==> config.mk <==
export PLATFORM = sky130hd
export DESIGN_NAME = tone_program_bank
export DESIGN_NICKNAME = d
export VERILOG_FILES = /design/src/core/param_ram.v /design/src/core/tone_program_bank.v
export VERILOG_INCLUDE_DIRS = /design/src /design/src/shared
export SDC_FILE = /design/constraint.sdc
export NUM_CORES = 2
export LEC_CHECK = 0
export ABC_AREA = 0
export BUFFER_PORTS_ARGS = -buffer_cell sky130_fd_sc_hd__buf_2
export CORE_MARGIN = 1
export CORE_UTILIZATION = 47
export CTS_CLUSTER_DIAMETER = 80
export DETAILED_ROUTE_END_ITERATION = 8
export SLEW_MARGIN = 20
export SYNTH_ARGS = -nofsm -noshare
export SYNTH_HDL_FRONTEND = slang
export SYNTH_HIERARCHICAL = 1
export SYNTH_SLANG_ARGS = --single-unit
==> constraint.sdc <==
create_clock -name i_clock -period 9.5 [get_ports i_clock]
set_input_delay 0.475 -clock i_clock [delete_from_list [all_inputs] [get_ports i_clock]]
set_output_delay 0.475 -clock i_clock [all_outputs]
set_load 0.005 [all_outputs]
==> src/shared/tone_program_regs.vh <==
/*
 constants for the tone programming port and automodem status word.
 assumes inclusion by bare name from the core files; holds definitions only.
*/
`ifndef TONE_PROGRAM_REGS_VH
`define TONE_PROGRAM_REGS_VH

// control bus addresses
`define ADDR_PROG_PORT 8'hE8
`define ADDR_AM_STATUS 8'hEB

// automodem status word fields
`define AM_MSG_HI 15
`define AM_MSG_LO 10
`define AM_QUAL_HI 6
`define AM_QUAL_LO 4
`define AM_MODE_HI 3
`define AM_MODE_LO 0
`define AM_UNUSED_BITS 3'h0

// header words and sequence lengths
`define HDR_TX 16'h8000
`define HDR_RX 16'h8001
`define TX_WORDS 5'h10
`define RX_WORDS 5'h1A

// parameter memory map
`define MEM_TX_BASE 7'h00
`define MEM_RX_BASE 7'h10
`define MEM_ACT_BASE 7'h40
`define MEM_FILL_LAST 7'h59
`define MEM_TD_F1 7'h0C
`define MEM_TD_L1 7'h0D
`define MEM_TD_F2 7'h0E
`define MEM_TD_L2 7'h0F

// positions inside a receive sequence
`define RX_B0_S1C1 5'h02
`define RX_B0_S2C1 5'h07
`define RX_NCYC_C1 5'h0A
`define RX_MIN_C1 5'h0B
`define RX_MAX_C1 5'h0C
`define RX_B0_S1C2 5'h0F
`define RX_B0_S2C2 5'h14
`define RX_NCYC_C2 5'h17
`define RX_MIN_C2 5'h18
`define RX_MAX_C2 5'h19

// reset values: pair d 2130 Hz + 2750 Hz at about 100 mV rms
`define RST_TD_F1 16'h1C68
`define RST_TD_F2 16'h24AD
`define RST_TD_LVL 16'h0B1A
// reset values: receive detector for 2130 Hz + 2750 Hz
`define RST_COEF_UNITY 16'h2000
`define RST_NCYC 16'h000A
`define RST_MIN_C1 16'h002C
`define RST_MAX_C1 16'h002E
`define RST_MIN_C2 16'h0022
`define RST_MAX_C2 16'h0024

// timing
`define CLK_HZ 20000000
`define PROG_MAX_US 150
`define PROG_MAX_CYC (`PROG_MAX_US * (`CLK_HZ / 1000000))
`define PROG_ABSORB_CYC 3'h4
`define TICK_HZ 9600
`define TICK_DIV_CYC (`CLK_HZ / `TICK_HZ)

// level detector hysteresis thresholds
`define LVL_ON_THR 16'h0100
`define LVL_OFF_THR 16'h00C0

`endif

==> src/core/param_ram.v <==
/*
 parameter memory for tone pair words, 128 x 16, one write port and one
 registered read port. assumes the owner initialises contents after reset.
*/
`default_nettype none

module param_ram (
	input wire i_clock,
	input wire i_we,
	input wire [6:0] i_waddr,
	input wire [15:0] i_wdata,
	input wire [6:0] i_raddr,
	output reg [15:0] o_rdata
);

	reg [15:0] mem [0:127];

	always @(posedge i_clock) begin
		if (i_we) begin
			mem[i_waddr] <= i_wdata;
		end
		o_rdata <= mem[i_raddr];
	end

endmodule // param_ram

`default_nettype wire

==> src/core/tone_program_bank.v <==
/*
 tone pair programming port, parameter memory sequencer, receive frequency
 and level detection, and automodem status word.
 assumes synchronous bus strobes, status fields from the modem core, and
 per-cycle pulses and levels from the external filter datapath.
*/
// Contract
// - status bits 9..7 always read zero
// - bits 6..4 report link quality
// - low mode codes report idle states
// - message update or field change flags
// - write-only programming port at E8
// - powersave and reset clear tone memory
// - write clears ready, set after absorb
// - transmit sequence header plus sixteen words
// - four transmit pairs, zeros mean silence
// - reset: pairs a-c silent, d dual
// - unprogrammed pairs keep previous values
// - receive sequence header plus twenty-six words
// - coefficients 15-bit signed, unity 8192
// - tick count within min/max accepts
// - two channels filter, measure, level detect (filtering is external; the bank only measures and level detects)
// - receive changes apply at next entry
// - reset receive defaults detect 2130+2750
// - read-only status word at EB
`default_nettype none
`include "tone_program_regs.vh"

module tone_program_bank (
	input wire i_clock,
	input wire i_sys_rst,
	input wire i_bus_wr,
	input wire i_bus_rd,
	input wire [7:0] i_bus_addr,
	input wire [15:0] i_bus_wdata,
	input wire i_powersave,
	input wire i_tone_detect_mode,
	input wire i_msg_update,
	input wire [5:0] i_msg_code,
	input wire [2:0] i_link_quality_field,
	input wire [3:0] i_rate_mode,
	input wire [6:0] i_param_addr,
	input wire [1:0] i_rx_cycle,
	input wire [31:0] i_rx_level,
	output reg [15:0] o_rdata,
	output reg o_rdata_valid,
	output reg o_prog_ready,
	output reg o_status_change,
	output wire [15:0] o_param_data,
	output reg [1:0] o_tone_detect
);

	localparam ST_INIT = 4'h1;
	localparam ST_IDLE = 4'h2;
	localparam ST_BUSY = 4'h4;
	localparam ST_COPY = 4'h8;
	localparam integer TICK_RELOAD = `TICK_DIV_CYC - 1;

	reg [3:0] state_r;
	reg [3:0] state_nxt;
	reg [6:0] fill_r;
	reg [2:0] busy_r;
	reg [4:0] cp_idx_r;
	reg cp_wr_r;
	reg [4:0] cp_pos_r;
	reg seq_act_r;
	reg seq_rx_r;
	reg [4:0] pos_r;
	reg copy_pend_r;
	reg ps_d_r;
	reg det_d_r;
	reg [15:0] status_r;
	reg [11:0] tick_r;
	reg tick_en_r;
	reg mem_we;
	reg [6:0] mem_waddr;
	reg [15:0] mem_wdata;
	reg [6:0] mem_raddr;
	wire [15:0] mem_rdata;
	wire prog_wr;
	wire ps_rise;
	wire det_rise;
	wire word_store;

	// reset contents of one memory word
	function [15:0] default_word;
		input [6:0] a;
		reg [4:0] k;
		begin
			k = (a >= `MEM_ACT_BASE) ? a[4:0] : (a[4:0] ^ 5'h10);
			default_word = 16'h0000;
			if (a == `MEM_TD_F1) begin
				default_word = `RST_TD_F1;
			end else if (a == `MEM_TD_F2) begin
				default_word = `RST_TD_F2;
			end else if (a == `MEM_TD_L1 || a == `MEM_TD_L2) begin
				default_word = `RST_TD_LVL;
			end else if ((a >= `MEM_RX_BASE && a < 7'h2A) || a >= `MEM_ACT_BASE) begin
				case (k)
					`RX_B0_S1C1, `RX_B0_S2C1, `RX_B0_S1C2, `RX_B0_S2C2: begin
						default_word = `RST_COEF_UNITY;
					end
					`RX_NCYC_C1, `RX_NCYC_C2: begin
						default_word = `RST_NCYC;
					end
					`RX_MIN_C1: default_word = `RST_MIN_C1;
					`RX_MAX_C1: default_word = `RST_MAX_C1;
					`RX_MIN_C2: default_word = `RST_MIN_C2;
					`RX_MAX_C2: default_word = `RST_MAX_C2;
					default: default_word = 16'h0000;
				endcase
			end
		end
	endfunction

	assign prog_wr = i_bus_wr && (i_bus_addr == `ADDR_PROG_PORT) && (state_r == ST_IDLE);
	assign ps_rise = i_powersave && !ps_d_r;
	assign det_rise = i_tone_detect_mode && !det_d_r;
	assign word_store = prog_wr && seq_act_r && (i_bus_wdata != `HDR_TX)
		&& (i_bus_wdata != `HDR_RX);

	param_ram u_ram (
		.i_clock(i_clock),
		.i_we(mem_we),
		.i_waddr(mem_waddr),
		.i_wdata(mem_wdata),
		.i_raddr(mem_raddr),
		.o_rdata(mem_rdata)
	);
	assign o_param_data = mem_rdata;

	// memory port steering
	always @* begin
		mem_we = 1'b0;
		mem_waddr = 7'h00;
		mem_wdata = 16'h0000;
		mem_raddr = i_param_addr;
		if (state_r == ST_INIT) begin
			mem_we = 1'b1;
			mem_waddr = fill_r;
			mem_wdata = default_word(fill_r);
		end else if (state_r == ST_COPY) begin
			mem_we = cp_wr_r;
			mem_waddr = `MEM_ACT_BASE + {2'b00, cp_pos_r};
			mem_wdata = mem_rdata;
			mem_raddr = `MEM_RX_BASE + {2'b00, cp_idx_r};
		end else if (word_store) begin
			mem_we = 1'b1;
			mem_waddr = (seq_rx_r ? `MEM_RX_BASE : `MEM_TX_BASE) + {2'b00, pos_r};
			mem_wdata = i_bus_wdata;
		end
	end

	// sequencer next state
	always @* begin
		state_nxt = state_r;
		case (state_r)
			ST_INIT: begin
				if (fill_r == `MEM_FILL_LAST) begin
					state_nxt = ST_IDLE;
				end
			end
			ST_IDLE: begin
				if (prog_wr) begin
					state_nxt = ST_BUSY;
				end else if (det_rise || copy_pend_r) begin
					state_nxt = ST_COPY;
				end
			end
			ST_BUSY: begin
				if (busy_r == 3'h1) begin
					state_nxt = copy_pend_r ? ST_COPY : ST_IDLE;
				end
			end
			ST_COPY: begin
				if (cp_wr_r && cp_pos_r == `RX_WORDS - 5'h01) begin
					state_nxt = ST_IDLE;
				end
			end
			default: state_nxt = ST_INIT;
		endcase
		if (ps_rise) begin
			state_nxt = ST_INIT;
		end
	end

	always @(posedge i_clock or posedge i_sys_rst) begin
		if (i_sys_rst) begin
			state_r <= ST_INIT;
			fill_r <= 7'h00;
			busy_r <= 3'h0;
			cp_idx_r <= 5'h00;
			cp_wr_r <= 1'b0;
			cp_pos_r <= 5'h00;
			seq_act_r <= 1'b0;
			seq_rx_r <= 1'b0;
			pos_r <= 5'h00;
			copy_pend_r <= 1'b0;
			ps_d_r <= 1'b0;
			det_d_r <= 1'b0;
			o_prog_ready <= 1'b0;
		end else begin
			state_r <= state_nxt;
			ps_d_r <= i_powersave;
			det_d_r <= i_tone_detect_mode;
			o_prog_ready <= (state_nxt == ST_IDLE);
			fill_r <= (state_nxt == ST_INIT && state_r == ST_INIT) ? fill_r + 7'h01 : 7'h00;
			busy_r <= (state_r == ST_BUSY) ? busy_r - 3'h1 : `PROG_ABSORB_CYC;
			if (state_r == ST_COPY) begin
				cp_idx_r <= cp_idx_r + 5'h01;
				cp_wr_r <= 1'b1;
				cp_pos_r <= cp_idx_r;
			end else begin
				cp_idx_r <= 5'h00;
				cp_wr_r <= 1'b0;
				cp_pos_r <= 5'h00;
			end
			// a fresh entry during busy or copy wins over the clear
			if (det_rise && state_r != ST_IDLE) begin
				copy_pend_r <= 1'b1;
			end else if (state_nxt == ST_COPY) begin
				copy_pend_r <= 1'b0;
			end else if (det_rise) begin
				copy_pend_r <= 1'b1;
			end
			if (state_r == ST_INIT) begin
				seq_act_r <= 1'b0;
				copy_pend_r <= 1'b0;
			end else if (prog_wr) begin
				if (i_bus_wdata == `HDR_TX || i_bus_wdata == `HDR_RX) begin
					seq_act_r <= 1'b1;
					seq_rx_r <= (i_bus_wdata == `HDR_RX);
					pos_r <= 5'h00;
				end else if (word_store) begin
					pos_r <= pos_r + 5'h01;
					if (pos_r == (seq_rx_r ? `RX_WORDS : `TX_WORDS) - 5'h01) begin
						seq_act_r <= 1'b0;
					end
				end
			end
		end
	end

	// status word and read port
	always @(posedge i_clock or posedge i_sys_rst) begin
		if (i_sys_rst) begin
			status_r <= 16'h0000;
			o_status_change <= 1'b0;
			o_rdata <= 16'h0000;
			o_rdata_valid <= 1'b0;
		end else begin
			status_r <= {(i_msg_update ? i_msg_code : status_r[`AM_MSG_HI:`AM_MSG_LO]),
				`AM_UNUSED_BITS, i_link_quality_field, i_rate_mode};
			o_status_change <= i_msg_update
				|| (i_link_quality_field != status_r[`AM_QUAL_HI:`AM_QUAL_LO])
				|| (i_rate_mode != status_r[`AM_MODE_HI:`AM_MODE_LO]);
			o_rdata_valid <= i_bus_rd;
			o_rdata <= (i_bus_rd && i_bus_addr == `ADDR_AM_STATUS) ? status_r : 16'h0000;
		end
	end

	// 9.6 kHz timer enable
	always @(posedge i_clock or posedge i_sys_rst) begin
		if (i_sys_rst) begin
			tick_r <= 12'h000;
			tick_en_r <= 1'b0;
		end else begin
			tick_en_r <= (tick_r == 12'h001);
			tick_r <= (tick_r == 12'h000) ? TICK_RELOAD[11:0] : tick_r - 12'h001;
		end
	end

	genvar ch;
	generate
		for (ch = 0; ch < 2; ch = ch + 1) begin : g_chan
			reg [15:0] ncyc_r;
			reg [15:0] tmin_r;
			reg [15:0] tmax_r;
			reg [15:0] cyc_r;
			reg [15:0] ticks_r;
			reg freq_ok_r;
			reg lvl_on_r;
			wire [15:0] lvl;
			wire [4:0] p_ncyc;
			assign lvl = i_rx_level[ch * 16 +: 16];
			assign p_ncyc = (ch == 0) ? `RX_NCYC_C1 : `RX_NCYC_C2;
			always @(posedge i_clock or posedge i_sys_rst) begin
				if (i_sys_rst) begin
					ncyc_r <= `RST_NCYC;
					tmin_r <= (ch == 0) ? `RST_MIN_C1 : `RST_MIN_C2;
					tmax_r <= (ch == 0) ? `RST_MAX_C1 : `RST_MAX_C2;
					cyc_r <= 16'h0000;
					ticks_r <= 16'h0000;
					freq_ok_r <= 1'b0;
					lvl_on_r <= 1'b0;
				end else begin
					if (state_r == ST_INIT) begin
						ncyc_r <= `RST_NCYC;
						tmin_r <= (ch == 0) ? `RST_MIN_C1 : `RST_MIN_C2;
						tmax_r <= (ch == 0) ? `RST_MAX_C1 : `RST_MAX_C2;
					end else if (state_r == ST_COPY && cp_wr_r) begin
						if (cp_pos_r == p_ncyc) ncyc_r <= mem_rdata;
						if (cp_pos_r == p_ncyc + 5'h01) tmin_r <= mem_rdata;
						if (cp_pos_r == p_ncyc + 5'h02) tmax_r <= mem_rdata;
					end
					if (tick_en_r && ticks_r != 16'hFFFF) begin
						ticks_r <= ticks_r + 16'h0001;
					end
					if (!i_tone_detect_mode) begin
						cyc_r <= 16'h0000;
						ticks_r <= 16'h0000;
						freq_ok_r <= 1'b0;
					end else if (i_rx_cycle[ch]) begin
						if (cyc_r + 16'h0001 >= ncyc_r) begin
							freq_ok_r <= (ticks_r >= tmin_r) && (ticks_r <= tmax_r);
							cyc_r <= 16'h0000;
							ticks_r <= 16'h0000;
						end else begin
							cyc_r <= cyc_r + 16'h0001;
						end
					end
					// hysteresis level detector
					if (lvl >= `LVL_ON_THR) begin
						lvl_on_r <= 1'b1;
					end else if (lvl < `LVL_OFF_THR) begin
						lvl_on_r <= 1'b0;
					end
				end
			end
		end
	endgenerate

	always @(posedge i_clock or posedge i_sys_rst) begin
		if (i_sys_rst) begin
			o_tone_detect <= 2'h0;
		end else begin
			o_tone_detect[0] <= g_chan[0].freq_ok_r && g_chan[0].lvl_on_r;
			o_tone_detect[1] <= g_chan[1].freq_ok_r && g_chan[1].lvl_on_r;
		end
	end

endmodule // tone_program_bank

`default_nettype wire

==> run metrics <==
Vias/cell=5.92; Syn-to-layout area delta=13.6%; Post-CTS Setup Inserts=0; initial antenna violation count=18; die area=0.199 sq mm; commonest non-fill, non-tap cell in the layout=edfxtp_1; # nets final=5187; final worst-path cycle share=62.8%; Req. time, crit path=10.26 ns; outcome=finished clean; GRT Util Overall=22.9%; worst-margin pin slew=1.21 ns; Unique masters post-synth=65; number of setup violations in the final report=0; detailed-router iteration count before antenna repair=6; cts bufs inserted=232; Cell Rows=162; Main synth FF type=edfxtp_1; post-route cell area=0.105 sq mm; Slew headroom=18.8%; clock transition at the registers of the reported paths=0.06 ns; CTS Hold Buffers Added=33; arrival time at the worst endpoint=6.73 ns; CP max FO=151; initial core utilization=47.4%; Clock Path Buffers=3; number of global-route vias before repair=46400; Port Buf Inserts=106; routed vias=46300; slowest cell delay on critical path=0.80 ns; FMAX=0.168 GHz; CTS root buffer=clkbuf_16; Setup crit end kind=register; cell family with most CP delay=multiplexers; Critical Path Start Type=register; DRC viols=0; # H-tree levels=4; I/O pin total=122; number of flops mapped to enable cells by yosys=2048; power density over cell area=225 mW/mm^2; max-slew violations=0; TNS Setup=0 ns; dpl ws=3.58 ns; unrepaired setup endpoints after global routing=no; synth warn=6; Min Clock Period, post-route=5.97 ns; largest net degree at the start of global routing=152; Syn Area/Cell=19.9 sq um; leakage power=35.2 nW; Die Y=446 microns; worst skew pair latency=0.88 ns; Max-Cap Viols=0; register bit total from synthesis=2307; Congestion Overflow GR=0; Core ar.=0.195 sq mm; Avg WL per Cell=28.9 microns; most frequent cells in the layout=edfxtp_1 (2048), mux4_2 (672), nand2_1 (265), clkbuf_16 (232), dfrtp_1 (227); cts repair resizes=0; layout cell share with drive strength beyond 1=27.2%; Setup CP Type=register to register; CTS tree=done; Post-Syn Area=0.0925 sq mm; Hold WS=0.106 ns; dpl cell area=0.0973 sq mm; DRT antenna net count=0; hold crit path type=input port to register; Horiz. Die Dim=446 microns; cells after synthesis=4637; Detailed Route WL=226000 microns; fraction of registers with async set/reset=10.5%; sequential element share of the synthesized area=73.4%; cell mode on critical path=mux4_2; Routability Congestion=0.824; Final WS setup=3.53 ns; first-pass GRT wire length=327000 microns; clock sink count=2307; drt initial violations=4748; crit path max-delay cell type=inv_2; Buf/Inv on CP=2; Final Hold Viols=0; Final HPWL DP=129000 microns; crit-path cells=nor2_1 > nand3b_1 > inv_2 > and2_1 > a21o_4 > buf_12 > mux4_2 > mux4_2 > mux4_2 > mux2_2; peak supply drop=203 uV; Post-Route Skew=0.0571 ns
## report_power, final
part / switching, mW / internal (mW) / total [mW] / leakage (nW)
Sequential: 0.112 / 12.0 / 12.1 / 22.3
Combinational: 1.95 / 0.705 / 2.66 / 9.27
Clock: 3.88 / 5.00 / 8.88 / 3.60
Total: 5.94 / 17.7 / 23.7 / 35.2
## worst paths after layout
path	start	slack, ns	depth (start not counted)	end
worst max-delay path	state_r[1]	3.53	10	u_ram/o_rdata[8]
worst min-delay path	i_bus_addr[1]	0.11	5	state_r[2]
worst max register to register	state_r[1]	3.53	10	u_ram/o_rdata[8]
worst min register to register	busy_r[0]	0.47	1	busy_r[0]
max in group asynchronous	i_sys_rst	7.77	4	g_chan[1].tmin_r[15]
min in group asynchronous	i_sys_rst	0.30	3	tick_r[5]
## registers in the layout, indices dropped and copies added, names as in the netlist, 7 cells and up
signal / flops
fill_r: 7
o_rdata: 13
g_chan.tmax_r: 32
g_chan.ncyc_r: 32
tick_r: 12
g_chan.cyc_r: 32
g_chan.tmin_r: 32
g_chan.ticks_r: 32
u_ram/mem: 2048
u_ram/o_rdata: 16
status_r: 13
## cell families after synthesis
group | count (synthesis) | synth area share, %
buffers and inverters | 346 | 1.51
AO/OA/AOI/OAI | 310 | 2.11
XOR/XNOR | 82 | 0.776
other | 1 | 0.00405
flip-flops | 2307 | 73.4
AND/OR/NAND/NOR | 762 | 3.77
multiplexers | 716 | 16.9
adder cells (fa/ha/maj) | 113 | 1.53
## worst reg2reg max path: stages (launching register included)
cell,delay [ns]
dfrtp_1,0.44
nor2_1,0.16
nand3b_1,0.58
inv_2,0.80
and2_1,0.27
a21o_4,0.70
buf_12,0.70
mux4_2,0.78
mux4_2,0.55
mux4_2,0.59
mux2_2,0.30
## per-layer routing
layer	global-route usage (%)	up-vias	routed length, microns
li1	-	19600	-
met1	33.3	24800	95700
met2	36.2	1631	108000
met3	4.01	301	16500
met4	5.71	10	4860
met5	0	-	64
## synth_stat cells (17+ instances only)
| master | number | share of area [%] |
|---|---|---|
| dfrtp_1 | 227 | 6.1 |
| a21oi_1 | 112 | 0.61 |
| nor2_1 | 241 | 0.98 |
| mux2_2 | 24 | 0.29 |
| ha_1 | 113 | 1.5 |
| mux4_2 | 672 | 16 |
| edfxtp_1 | 2048 | 66 |
| nand4_1 | 31 | 0.21 |
| nor2b_1 | 25 | 0.17 |
| nand2_1 | 265 | 1.1 |
| a211oi_1 | 17 | 0.14 |
| xor2_1 | 50 | 0.47 |
| buf_2 | 55 | 0.30 |
| o211ai_1 | 20 | 0.16 |
| mux2i_1 | 20 | 0.22 |
| inv_1 | 121 | 0.49 |
| nand3_1 | 63 | 0.34 |
| nor4_1 | 20 | 0.14 |
| o21ai_0 | 61 | 0.33 |
| and2_1 | 27 | 0.18 |
| nor3_1 | 23 | 0.12 |
| a21o_1 | 20 | 0.16 |
| clkbuf_1 | 133 | 0.54 |
| xnor2_1 | 32 | 0.30 |
| buf_1 | 30 | 0.12 |
## through the flow
stage          std cells  utilization, %  power [mW]
6_report            7815            53.8        23.7
5_1_grt             7813            53.8        24.4
4_1_cts             7811            53.8        23.9
3_5_place_dp        7346            49.9        15.0
3_3_place_gp        7345            49.9        14.9
2_1_floorplan       4639               -        13.8
## final cells by class
class | instances | area [sq um]
tap | 2624 | 3280
multi-input combinational | 1986 | 23500
fill | 15000 | 90100
sequential | 2307 | 67900
antenna | 4 | 10.0
inverter | 122 | 465
clock inverter | 136 | 1240
clock buffer | 296 | 6160
timing repair buffer | 340 | 2510
Note: power is estimated with default switching activity, not from simulation.
